`src/frbc_pkg.sv`:
```
// Shared constants and types for the receive frame buffer and checksum.
// Assumes words arrive already classified by the word-identification
// machine, four characters a word, character 0 in the low byte.
`default_nettype none

package frbc_pkg;

  localparam int          FRBC_WIDTH    = 32;
  localparam int          FRBC_DEPTH    = 32;
  localparam logic [15:0] CRC16_POLY    = 16'h1021;
  localparam logic [15:0] CRC16_INIT    = 16'hffff;
  localparam logic [7:0]  CRC8_POLY     = 8'h07;
  localparam logic [7:0]  CRC8_INIT     = 8'h00;
  localparam logic [1:0]  BC_WORDS      = 2'h2;
  localparam logic [5:0]  BITS_WORD     = 6'h20;
  localparam logic [5:0]  BITS_EDF_COV  = 6'h10;
  localparam logic [5:0]  BITS_CTRL_COV = 6'h18;

  typedef enum logic [3:0] {
    wk_data,
    wk_start_data,
    wk_end_data,
    wk_start_bc,
    wk_end_bc,
    wk_flow_credit,
    wk_ack,
    wk_nack,
    wk_full,
    wk_other
  } frbc_kind_t;

  typedef enum logic [2:0] {
    no_frame_state,
    data_frame_state,
    broadcast_frame_state,
    broadcast_in_data_state,
    idle_frame_state
  } frbc_state_t;

  typedef struct packed {
    frbc_kind_t  kind;
    logic [3:0]  kflag;
    logic [31:0] data;
  } frbc_word_t;

endpackage

`default_nettype wire

```
`src/frbc_rx_buffer.sv`:
```
// Receive frame buffering with 16-bit and 8-bit checksum checking.
// Assumes the sequence check result arrives with each end/credit word
// and the framing layer drains the data buffer with valid and ready.
// What this block does
// - Hold frame words until checksum and sequence pass
// - Forward only good, in-sequence frames and flow credits
// - Drop any frame or credit with error or bad sequence
// - Data buffer takes data words only in data-frame state
// - Broadcast buffer takes data words in both broadcast states
// - Start words clear their own buffer
// - Entering no-frame state clears both buffers
// - Clean end-of-data word releases the data frame
// - Clean end-of-broadcast with two words releases the broadcast
// - Cold reset, warm reset or remote flush empties both buffers
// - Data frames carry a CCITT 16-bit checksum
// - 16-bit coverage runs from start comma to end sequence field
// - Control characters count as their data values
// - Packet end and fill codes count as data values
// - 16-bit checksum takes bit 0 of character 0 first
// - 8-bit checksum guards broadcast, credit, full, ack, nack
// - Broadcast coverage runs from start comma to end sequence
// - 8-bit generator is x^8 + x^2 + x + 1, modulo 2
// - Bytes in order, bit 0 of each byte first
// - Galois register starting at zero gives the remainder
// - Checksum byte is the remainder bit-reversed
// - Check by comparing computed byte with received byte
`timescale 1ns/1ps
`default_nettype none

module frbc_fifo
  import frbc_pkg::*;
#(
  parameter int WIDTH = FRBC_WIDTH,
  parameter int DEPTH = FRBC_DEPTH
) (
  input  wire logic             clock,
  input  wire logic             rstn,
  input  wire logic             in_valid,
  input  wire logic [WIDTH-1:0] in_data,
  output var  logic             in_ready,
  output var  logic             out_valid,
  output var  logic [WIDTH-1:0] out_data,
  input  wire logic             out_ready,
  input  wire logic             commit,
  input  wire logic             discard
);
  localparam int AW = $clog2(DEPTH);

  logic [WIDTH-1:0] mem [DEPTH];
  logic [AW:0]      wr;
  logic [AW:0]      rd;
  logic [AW:0]      cmt;
  logic [AW:0]      next_wr;
  logic [AW:0]      next_rd;
  logic [AW:0]      next_cmt;
  logic             next_ready;
  logic             next_valid;
  logic             push;
  logic             pop;

  assign push     = in_valid && in_ready && !discard;
  assign pop      = out_valid && out_ready;
  assign out_data = mem[rd[AW-1:0]];

  // Reader sees only committed words
  always_comb
  begin
    next_wr  = discard ? cmt : wr + (AW+1)'(push);
    next_rd  = rd + (AW+1)'(pop);
    next_cmt = commit ? wr : cmt;
    next_ready = (next_wr - next_rd) != (AW+1)'(DEPTH);
    next_valid = next_rd != next_cmt;
  end

  always_ff @(posedge clock or negedge rstn)
  begin
    if (!rstn)
    begin
      wr        <= '0;
      rd        <= '0;
      cmt       <= '0;
      in_ready  <= 1'b1;
      out_valid <= 1'b0;
    end
    else
    begin
      wr        <= next_wr;
      rd        <= next_rd;
      cmt       <= next_cmt;
      in_ready  <= next_ready;
      out_valid <= next_valid;
    end
  end

  always_ff @(posedge clock)
  begin
    if (push)
      mem[wr[AW-1:0]] <= in_data;
  end
endmodule

module frbc_rx_buffer
  import frbc_pkg::*;
#(
  parameter int DEPTH = FRBC_DEPTH
) (
  input  wire logic        clock,
  input  wire logic        rstn,
  input  wire logic        rx_valid,
  input  wire frbc_word_t  rx_word,
  output var  logic        rx_ready,
  input  wire frbc_state_t id_state,
  input  wire logic        seq_ok,
  input  wire logic        cold_reset,
  input  wire logic        warm_reset,
  input  wire logic        remote_flush,
  output var  logic        fd_valid,
  output var  logic [31:0] fd_data,
  input  wire logic        fd_ready,
  output var  logic        bc_valid,
  output var  logic [63:0] bc_data,
  output var  logic        fct_valid,
  output var  logic        crc_error
);
  // Bit-serial CCITT update, bit 0 of character 0 first
  function automatic logic [15:0] crc16_upd(input logic [15:0] c,
                                            input logic [31:0] d,
                                            input logic [5:0]  nb);
    for (int i = 0; i < 32; i++)
      if (i < int'(nb))
        c = {c[14:0], 1'b0} ^ ((c[15] ^ d[i]) ? CRC16_POLY : 16'h0000);
    return c;
  endfunction
  function automatic logic [7:0] crc8_upd(input logic [7:0]  c,
                                          input logic [31:0] d,
                                          input logic [5:0]  nb);
    for (int i = 0; i < 32; i++)
      if (i < int'(nb))
        c = {c[6:0], 1'b0} ^ ((c[7] ^ d[i]) ? CRC8_POLY : 8'h00);
    return c;
  endfunction
  // Bit-reversed copy of a byte
  function automatic logic [7:0] rev8(input logic [7:0] r);
    return {<<{r}};
  endfunction

  logic [15:0]  crc16;
  logic [7:0]   crc8;
  logic [1:0]   bcnt;
  logic [31:0]  bcbuf [2];
  frbc_state_t  last_state;
  logic [15:0]  next_crc16;
  logic [7:0]   next_crc8;
  logic [1:0]   next_bcnt;
  logic [31:0]  next_bcbuf [2];
  logic         next_bc_valid;
  logic [63:0]  next_bc_data;
  logic         next_fct_valid;
  logic         next_crc_error;
  logic [31:0]  wd;
  logic         acc;
  logic         in_df;
  logic         in_bc;
  logic         flush_req;
  logic         enter_nf;
  logic         edf_ok;
  logic         ebf_ok;
  logic         ctrl_ok;
  logic         df_push;
  logic         df_commit;
  logic         df_discard;

  assign wd        = rx_word.data;
  assign acc       = rx_valid && rx_ready;
  assign in_df     = id_state == data_frame_state;
  assign in_bc     = id_state == broadcast_frame_state ||
                     id_state == broadcast_in_data_state;
  assign flush_req = cold_reset || warm_reset || remote_flush;
  assign enter_nf  = id_state == no_frame_state &&
                     last_state != no_frame_state;
  // End word adds comma and sequence field
  assign edf_ok  = crc16_upd(crc16, wd, BITS_EDF_COV) == wd[31:16];
  assign ebf_ok  = rev8(crc8_upd(crc8, wd, BITS_CTRL_COV)) == wd[31:24];
  // Short words checked over three covered bytes
  assign ctrl_ok = rev8(crc8_upd(CRC8_INIT, wd, BITS_CTRL_COV))
                   == wd[31:24];
  // Data words in data-frame state only
  assign df_push = acc && rx_word.kind == wk_data && in_df;

  always_comb
  begin
    next_crc16     = crc16;
    next_crc8      = crc8;
    next_bcnt      = bcnt;
    next_bcbuf     = bcbuf;
    next_bc_valid  = 1'b0;
    next_bc_data   = bc_data;
    next_fct_valid = 1'b0;
    next_crc_error = 1'b0;
    df_commit      = 1'b0;
    df_discard     = 1'b0;
    if (acc)
    begin
      unique case (rx_word.kind)
        wk_start_data:
        begin
          df_discard = 1'b1;
          // Seed and take whole start word
          next_crc16 = crc16_upd(CRC16_INIT, wd, BITS_WORD);
        end
        wk_start_bc:
        begin
          next_bcnt = 2'h0;
          next_crc8 = crc8_upd(CRC8_INIT, wd, BITS_WORD);
        end
        wk_data:
        begin
          if (in_df)
          begin
            next_crc16 = crc16_upd(crc16, wd, BITS_WORD);
          end
          if (in_bc)
          begin
            next_crc8 = crc8_upd(crc8, wd, BITS_WORD);
            if (bcnt < BC_WORDS)
              next_bcbuf[bcnt[0]] = wd;
            if (bcnt != 2'h3)
              next_bcnt = bcnt + 2'h1;
          end
        end
        wk_end_data:
        begin
          if (in_df)
          begin
            df_commit  = edf_ok && seq_ok;
            df_discard = !(edf_ok && seq_ok);
            next_crc_error = !edf_ok;
          end
        end
        wk_end_bc:
        begin
          if (in_bc)
          begin
            next_bc_valid  = ebf_ok && seq_ok && bcnt == BC_WORDS;
            next_bc_data   = {bcbuf[1], bcbuf[0]};
            next_crc_error = !ebf_ok;
            next_bcnt      = 2'h0;
          end
        end
        wk_flow_credit:
        begin
          next_fct_valid = ctrl_ok && seq_ok;
          next_crc_error = !ctrl_ok;
        end
        wk_ack, wk_nack, wk_full:
        begin
          // Short words guarded by 8-bit check
          next_crc_error = !ctrl_ok;
        end
        wk_other:
        begin
        end
      endcase
    end
    // Leaving frames or reset empties buffers
    if (enter_nf || flush_req)
    begin
      df_discard = 1'b1;
      df_commit  = 1'b0;
      next_bcnt  = 2'h0;
    end
  end

  always_ff @(posedge clock or negedge rstn)
  begin
    if (!rstn)
    begin
      crc16      <= CRC16_INIT;
      crc8       <= CRC8_INIT;
      bcnt       <= 2'h0;
      bcbuf      <= '{default: 32'h0000_0000};
      last_state <= no_frame_state;
      bc_valid   <= 1'b0;
      bc_data    <= 64'h0;
      fct_valid  <= 1'b0;
      crc_error  <= 1'b0;
    end
    else
    begin
      crc16      <= next_crc16;
      crc8       <= next_crc8;
      bcnt       <= next_bcnt;
      bcbuf      <= next_bcbuf;
      last_state <= id_state;
      bc_valid   <= next_bc_valid;
      bc_data    <= next_bc_data;
      fct_valid  <= next_fct_valid;
      crc_error  <= next_crc_error;
    end
  end
  frbc_fifo #(
    .WIDTH (32),
    .DEPTH (DEPTH)
  ) frbc_fifo_inst (
    .clock     (clock),
    .rstn      (rstn),
    .in_valid  (df_push),
    .in_data   (wd),
    .in_ready  (rx_ready),
    .out_valid (fd_valid),
    .out_data  (fd_data),
    .out_ready (fd_ready),
    .commit    (df_commit),
    .discard   (df_discard)
  );
endmodule

`default_nettype wire

```
`config.mk`:
```
export PLATFORM = sky130hd
export DESIGN_NAME = frbc_rx_buffer
export DESIGN_NICKNAME = d
export VERILOG_FILES = /design/src/frbc_pkg.sv /design/src/frbc_rx_buffer.sv
export SDC_FILE = /design/constraint.sdc
export NUM_CORES = 1
export LEC_CHECK = 0
export BUFFER_PORTS_ARGS = -buffer_cell sky130_fd_sc_hd__buf_2
export CAP_MARGIN = 20
export CORE_MARGIN = 2
export CORE_UTILIZATION = 55
export DETAILED_ROUTE_END_ITERATION = 6
export HOLD_SLACK_MARGIN = 0.05
export PLACE_DENSITY = 0.79
export SYNTH_ARGS = -nofsm -noshare
export SYNTH_HDL_FRONTEND = slang
export SYNTH_HIERARCHICAL = 1
export SYNTH_SLANG_ARGS = --single-unit
```
`constraint.sdc`:
```
create_clock -name clock -period 14.55 [get_ports clock]
set_clock_uncertainty 0.05 [all_clocks]
set_input_delay 2.91 -clock clock [delete_from_list [all_inputs] [get_ports clock]]
set_output_delay 2.91 -clock clock [all_outputs]
set_load 0.05 [all_outputs]
```
* After elaboration in Yosys (flattened, before gate mapping)
Memory sizes are Yosys's and may differ from the RTL's.
Cells that the tools add are included.
** Cells by class
- $add $sub $neg :: 4
- $lt $le $gt $ge :: 3
- Reductions and logical operators :: 34
- Bitwise logic cells :: 376
- Equal/unequal tests :: 23
- Muxes and demuxes :: 533
** Operators with widths (count)
- 16-bit 2-to-1 mux :: 156
- 8-bit 2-to-1 mux :: 156
- 16-bit by 13-bit bitwise XOR with 16-bit output :: 78
- 13-bit 2-to-1 mux :: 79
- 8-bit by 3-bit bitwise XOR with 8-bit output :: 109
- 3-bit 2-to-1 mux :: 110
- 1-bit bitwise XOR :: 186
- 64-bit bitwise mux :: 1
- 32-bit demux with 1-bit select :: 1
- 32-bit 2-to-1 mux :: 1
- 16-bit case mux with 2 select lines :: 1
- 1-bit 2-to-1 mux :: 17
- 16-bit equality test :: 1
- 4-bit by 3-bit equality test with 1-bit output, second input constant :: 4
- 8-bit equality test :: 2
- 8-bit case mux with 2 select lines :: 1
- 12-bit NOT with 15-bit output :: 1
- 6-bit by 1-bit adder with 6-bit output :: 2
- 1-bit logical AND :: 12
- 6-bit 2-to-1 mux :: 2
- 2-bit 2-to-1 mux :: 5
- 3-bit AND reduction :: 3
- 4-bit by 2-bit equality test with 1-bit output, second input constant :: 2
- 3-bit by 2-bit equality test with 1-bit output, second input constant :: 2
- other kinds (30) :: 41
** Word-level totals
- Bits in registers :: 180
- Memories kept :: 1
- RAM bits :: 1024
- Bits of input ports :: 51
** Memories
- frbc_fifo_inst.mem :: depth 32, width 32, read ports 1, clocked after Yosys merged registers in 0, wr ports 1, RTL line frbc_rx_buffer.sv:49 : logic [WIDTH-1:0] mem [DEPTH];

* Depth between registers and ports, before layout
- Word-level depth :: 191
- Depth in mapped cells :: 26

* By module
The synthesis kept the hierarchy.
** By module, submodules not included
- frbc_fifo :: instances 1, sequential area each 31251.2 µm², cells each 1622, area each 40106.0 µm²
- frbc_rx_buffer :: instances 1, sequential area each 4023.9 µm², cells each 842, area each 10487.6 µm²

* Worst setup path before layout
OpenSTA, ideal clock, no wires.
- Path type :: input-to-reg
- Start point :: input port rx_word[2] in the netlist's numbering
- End point :: memory frbc_fifo_inst.mem[12][0] (enable)
- Library setup time :: 421 ps
- Arrival time :: 7560 ps
- Cell stages on the path :: 15
- Path slack :: 6519 ps
- Path buffers :: 3
- Cell sequence :: buf_4 > xor3_1 > xor2_2 > xnor2_1 > or3_1 > a2111oi_0 > nand4_1 > a21oi_1 > o21bai_1 > clkbuf_1 > inv_1 > nand3_1 > or3_1 > clkbuf_1 > nor2_1
** On the way
- Word-level cells in the longest chain between the ends :: 33
- Elaborated cells on any way between the ends :: 35
- Those cells by class :: eq/ne (1); mux (11); bitwise (19); reduce/logical (4)
** Ends and longest elaborated chain
- from (decl) :: RTL line frbc_rx_buffer.sv:110 : input wire frbc_word_t rx_word,
- 1-bit bitwise XOR * :: RTL line frbc_rx_buffer.sv:131 : c = {c[14:0], 1'b0} ^ ((c[15] ^ d[i]) ? CRC16_POLY : 16'h0000);
- 13-bit 2-to-1 mux * :: RTL line frbc_rx_buffer.sv:131
- 16-bit by 13-bit bitwise XOR with 16-bit output * (4 in series) :: RTL line frbc_rx_buffer.sv:131
- 1-bit bitwise XOR :: RTL line frbc_rx_buffer.sv:131
- 13-bit 2-to-1 mux :: RTL line frbc_rx_buffer.sv:131
- 16-bit by 13-bit bitwise XOR with 16-bit output * (4 in series) :: RTL line frbc_rx_buffer.sv:131
- 1-bit bitwise XOR :: RTL line frbc_rx_buffer.sv:131
- 13-bit 2-to-1 mux :: RTL line frbc_rx_buffer.sv:131
- (+12 left out)
- 1-bit case mux with 2 select lines * :: RTL line frbc_rx_buffer.sv:204 : unique case (rx_word.kind)
- 1-bit 2-to-1 mux * :: RTL line frbc_rx_buffer.sv:202 : if (acc)
- 1-bit 2-to-1 mux * :: RTL line frbc_rx_buffer.sv:266 : if (enter_nf || flush_req)
- named net df_discard :: RTL line frbc_rx_buffer.sv:171 : logic df_discard;
- 1-bit zero test * :: RTL line frbc_rx_buffer.sv:61 : assign push = in_valid && in_ready && !discard;
- 1-bit logical AND * :: RTL line frbc_rx_buffer.sv:61
- 1-bit 2-to-1 mux * :: RTL line frbc_rx_buffer.sv:97 : if (push)
- 1-bit 2-to-1 mux (not written as such) * :: RTL line frbc_rx_buffer.sv:98 : mem[wr[AW-1:0]] <= in_data;
- to (decl) :: RTL line frbc_rx_buffer.sv:49
Mark *: on every way through the listed nets, which the timed path passes. The rest lies on a longest branch.

* Final worst setup path
- Start point :: input port rx_word[6] in the netlist's numbering
- End point :: register frbc_fifo_inst.in_ready
** On the way
- Word-level cells in the longest chain between the ends :: 29
** Ends and longest elaborated chain
- 1-bit bitwise XOR * :: RTL line frbc_rx_buffer.sv:131
- 13-bit 2-to-1 mux * :: RTL line frbc_rx_buffer.sv:131
- 16-bit by 13-bit bitwise XOR with 16-bit output * (4 in series) :: RTL line frbc_rx_buffer.sv:131
- 1-bit bitwise XOR :: RTL line frbc_rx_buffer.sv:131
- 13-bit 2-to-1 mux :: RTL line frbc_rx_buffer.sv:131
- 16-bit by 13-bit bitwise XOR with 16-bit output * (4 in series) :: RTL line frbc_rx_buffer.sv:131
- 1-bit bitwise XOR :: RTL line frbc_rx_buffer.sv:131
- 13-bit 2-to-1 mux :: RTL line frbc_rx_buffer.sv:131
- (+9 left out)
- named net df_discard :: RTL line frbc_rx_buffer.sv:171
- 1-bit zero test :: RTL line frbc_rx_buffer.sv:61
- 1-bit logical AND :: RTL line frbc_rx_buffer.sv:61
- 6-bit by 1-bit adder with 6-bit output :: RTL line frbc_rx_buffer.sv:68 : next_wr = discard ? cmt : wr + (AW+1)'(push);
- 6-bit 2-to-1 mux * :: RTL line frbc_rx_buffer.sv:68
- named net frbc_fifo_inst.next_wr[3] :: RTL line frbc_rx_buffer.sv:53 : logic [AW:0] next_wr;
- 6-bit subtractor * :: RTL line frbc_rx_buffer.sv:71 : next_ready = (next_wr - next_rd) != (AW+1)'(DEPTH);
- 6-bit != test * :: RTL line frbc_rx_buffer.sv:71
- named net frbc_fifo_inst.next_ready :: RTL line frbc_rx_buffer.sv:56 : logic next_ready;
- to (signal assigned) :: RTL line frbc_rx_buffer.sv:90 : in_ready <= next_ready;
- to (decl) :: RTL line frbc_rx_buffer.sv:40 : output var logic in_ready,
Marked as above.
A chain may end at the register's enable or synchronous reset.

==> results.toml <==
[route]
drt-initial-drc-count = 3212
drc = 0
ant_nets = 0
wl_per_cell_um = 31.5
vias = 25100
via_per_inst = 6.35
firstDrtPassIters = 6
drt-total-wl_um = 124000

[sta]
fmax_ghz = 0.112
tns_ps = 0
hold_ws_ps = 427
rsz0062_at_grt = "false"
maxSlewViolCount = 0
worstMarginPinSlew_ps = 1260
hold_viol = 0
final-setup-viol-count = 0
period_minus_slack_ps = 8910
slew_headroom = 0.163
fin_crit_sh = 0.613

[logic_synthesis]
synthTopCellsByCount = "edfxtp_1 (1024), mux4_2 (320), xnor2_1 (200)"
synth_area_leaders = "edfxtp_1 (61%), mux4_2 (14%), dfrtp_1 (8.1%)"
ys_seq_area_frac = 0.697
synth_edf_count = 1024
synth_top_area_share = 0.608
synth_cells = 2464
yosysWarnings = 6
synth.distinct_cells = 62
synth.ff_latch_count = 1204
synth_area_mm2 = 0.0506
synth_fp_nets = 2532
synth_most_common_cell = "edfxtp_1"
synth_top_cell_by_area = "edfxtp_1"
async_reset_ff_frac = 0.150
synthFlopType = "edfxtp_1"
postSynthAreaPerCell_um2 = 20.5

[floorplan]
boundaryPins = 152
core_area_mm2 = 0.0914
die_h_um = 307
die_area_mm2 = 0.0944
start_util = 0.554
rows = 111
die_w_um = 307

[run]
maxCapViolations = 0

[layout]
multiInputGateArea_mm2 = 0.0149
nNetsFinal = 2728
drive_above_1_share = 0.350
utilization = 0.621
finalInstanceArea_mm2 = 0.0567
regArea_mm2 = 0.0353
fillers = 6095
syn_to_final_growth_pct = 12.1

[cts]
htree_levels = 3
cts_hold_buf = 0
cts_sinks = 1204
post_cts_buffers = 0
cts_buffers = 115
cts-resized-gates = 0
clock_latency_ps = 680
clockRootBuffer = "clkbuf_16"
cts.clk_slew.worst_paths_ps = 60
cts_tree = "done"
cts_max_path_buffers = 3

[grt]
antenna_found_initial = 10
globalRouteMet1Util = 0.344
grt-busiest-layer = "met2"
grt_overflow = 0
grt_pass1_vias = 26700
grtUsageTotal = 0.268
grt_max_degree = 177
grtUsageMet2 = 0.455
use_met3 = 0.0595
grt_pass1_wl_um = 181000

[critical_path]
crit_fanout = 43
reg2reg_depth = 22
cp_top_family = "compound AO/OA/AOI/OAI gates"
arrival_ps = 9450
worst-path-buf-inv = 4
cp.depth = 24
cp_slowest_stage_delay_ps = 690
path_cells = "buf_2, buf_4, xor3_1, xor2_2, xnor2_1, or3_1, a2111oi_0, nand4_1, a21oi_1, o21bai_1, inv_1, nand3_1, inv_1, ha_1, nand3_1, xor2_1, o21ai_0, ha_1, a21oi_1, o21ai_0, a21oi_1, o21ai_0, xnor2_1, or4_1"
cp.required_ps = 15090
worst_setup_path_end_kind = "flip-flop"
critPathSlowestCell = "a2111oi_0"
cp-start-kind = "input port"
worstSetupPathType = "in -> reg"

[power]
leakagePower_nw = 19.2
powerDensity_mw_per_mm2 = 213
irDropWorstVdd_v = 0.000552

[status]
status = "finished clean"

[placed_design]
post-dp-hpwl_um = 68100
io_buffer_count = 147
gp_congestion = 0.890
placed_area_mm2 = 0.0530

[worst_hold_path]
hold_path_depth = 2
hp-class = "reg -> reg"
==> cells in the final DEF, fill, tap and decap left out, drive strengths merged, types with 5 or more instances in the layout <==
cell	count
edfxtp	1024
mux4	320
buf	218
xnor2	213
mux2	165
dfrtp	163
clkbuf	141
xor2	76
nand2	55
nor2	55
clkinv	55
xnor3	39
o21ai	33
a21oi	23
inv	18
ha	17
dfstp	17
nand3	16
xor3	13
or3	10
nor3	10
bufinv	8
mux2i	6
nor2b	6
a22o	5
clkinvlp	5
==> metrics by stage <==
step	setup slack, ps	total power [mW]	cells
6_report	5640	12.1	3944
2_1_floorplan	6520	8.35	2464
5_1_grt	5330	12.6	3943
4_1_cts	5670	12.1	3941
3_3_place_gp	4890	9.04	3728
3_5_place_dp	4980	9.16	3728
==> report_power, final <==
group          leakage (nW)  total, mW  switching [mW]  internal (mW)
sequential             11.6       3.85          0.0418           3.81
clock                  1.78       2.91            1.29           1.62
combinational          5.80       5.31            2.67           2.64
total                  19.2       12.1            3.99           8.07
==> path summary, 6_finish.rpt <==
path,from,to,slack [ps]
max in group asynchronous,rstn,frbc_fifo_inst/rd[3],10540
hold reg to reg,crc16[9],crc16[9],430
hold / removal,crc16[9],crc16[9],430
setup reg to reg,crc16[13],frbc_fifo_inst/in_ready,7940
min in group asynchronous,rstn,bcbuf[50],2290
setup / recovery,rx_word[6],frbc_fifo_inst/in_ready,5640
==> registers in the layout, indices dropped and copies added (netlist names), 2 cells and up <==
name,count
frbc_fifo_inst/mem,1024
bc_data,64
bcbuf,64
crc16,16
crc8,8
frbc_fifo_inst/cmt,6
frbc_fifo_inst/rd,6
frbc_fifo_inst/wr,6
last_state,3
bcnt,2
==> area by class of cell <==
| cell class | instances | share of cell area |
|---|---|---|
| sequential | 1204 | 0.622 |
| multi-input combinational | 1107 | 0.263 |
| clock buffer | 140 | 0.0533 |
| tap | 1186 | 0.0262 |
| timing repair buffer | 219 | 0.0237 |
| clock inverter | 73 | 0.0112 |
| inverter | 13 | 0.000860 |
| antenna | 2 | 0.0000882 |
==> worst min-delay path: stages, from the launching register on <==
cell,delay (ps)
dfstp_2,370
nand2_1,40
o21ai_1,60
==> routing by layer <==
layer	up-vias	share of wire
li1	10200	-
met1	13200	0.36
met2	1401	0.51
met3	248	0.096
met4	0	0.037
met5	-	0
==> logic make-up after synthesis <==
group,count (synthesis),synth area share
flops,1204,0.697
mux,491,0.180
xor+xnor,341,0.0779
simple gates,182,0.0174
buf+inv,153,0.0136
compound gates,76,0.00935
fa+ha+maj,17,0.00420
Power figures use the tool's default switching activity.
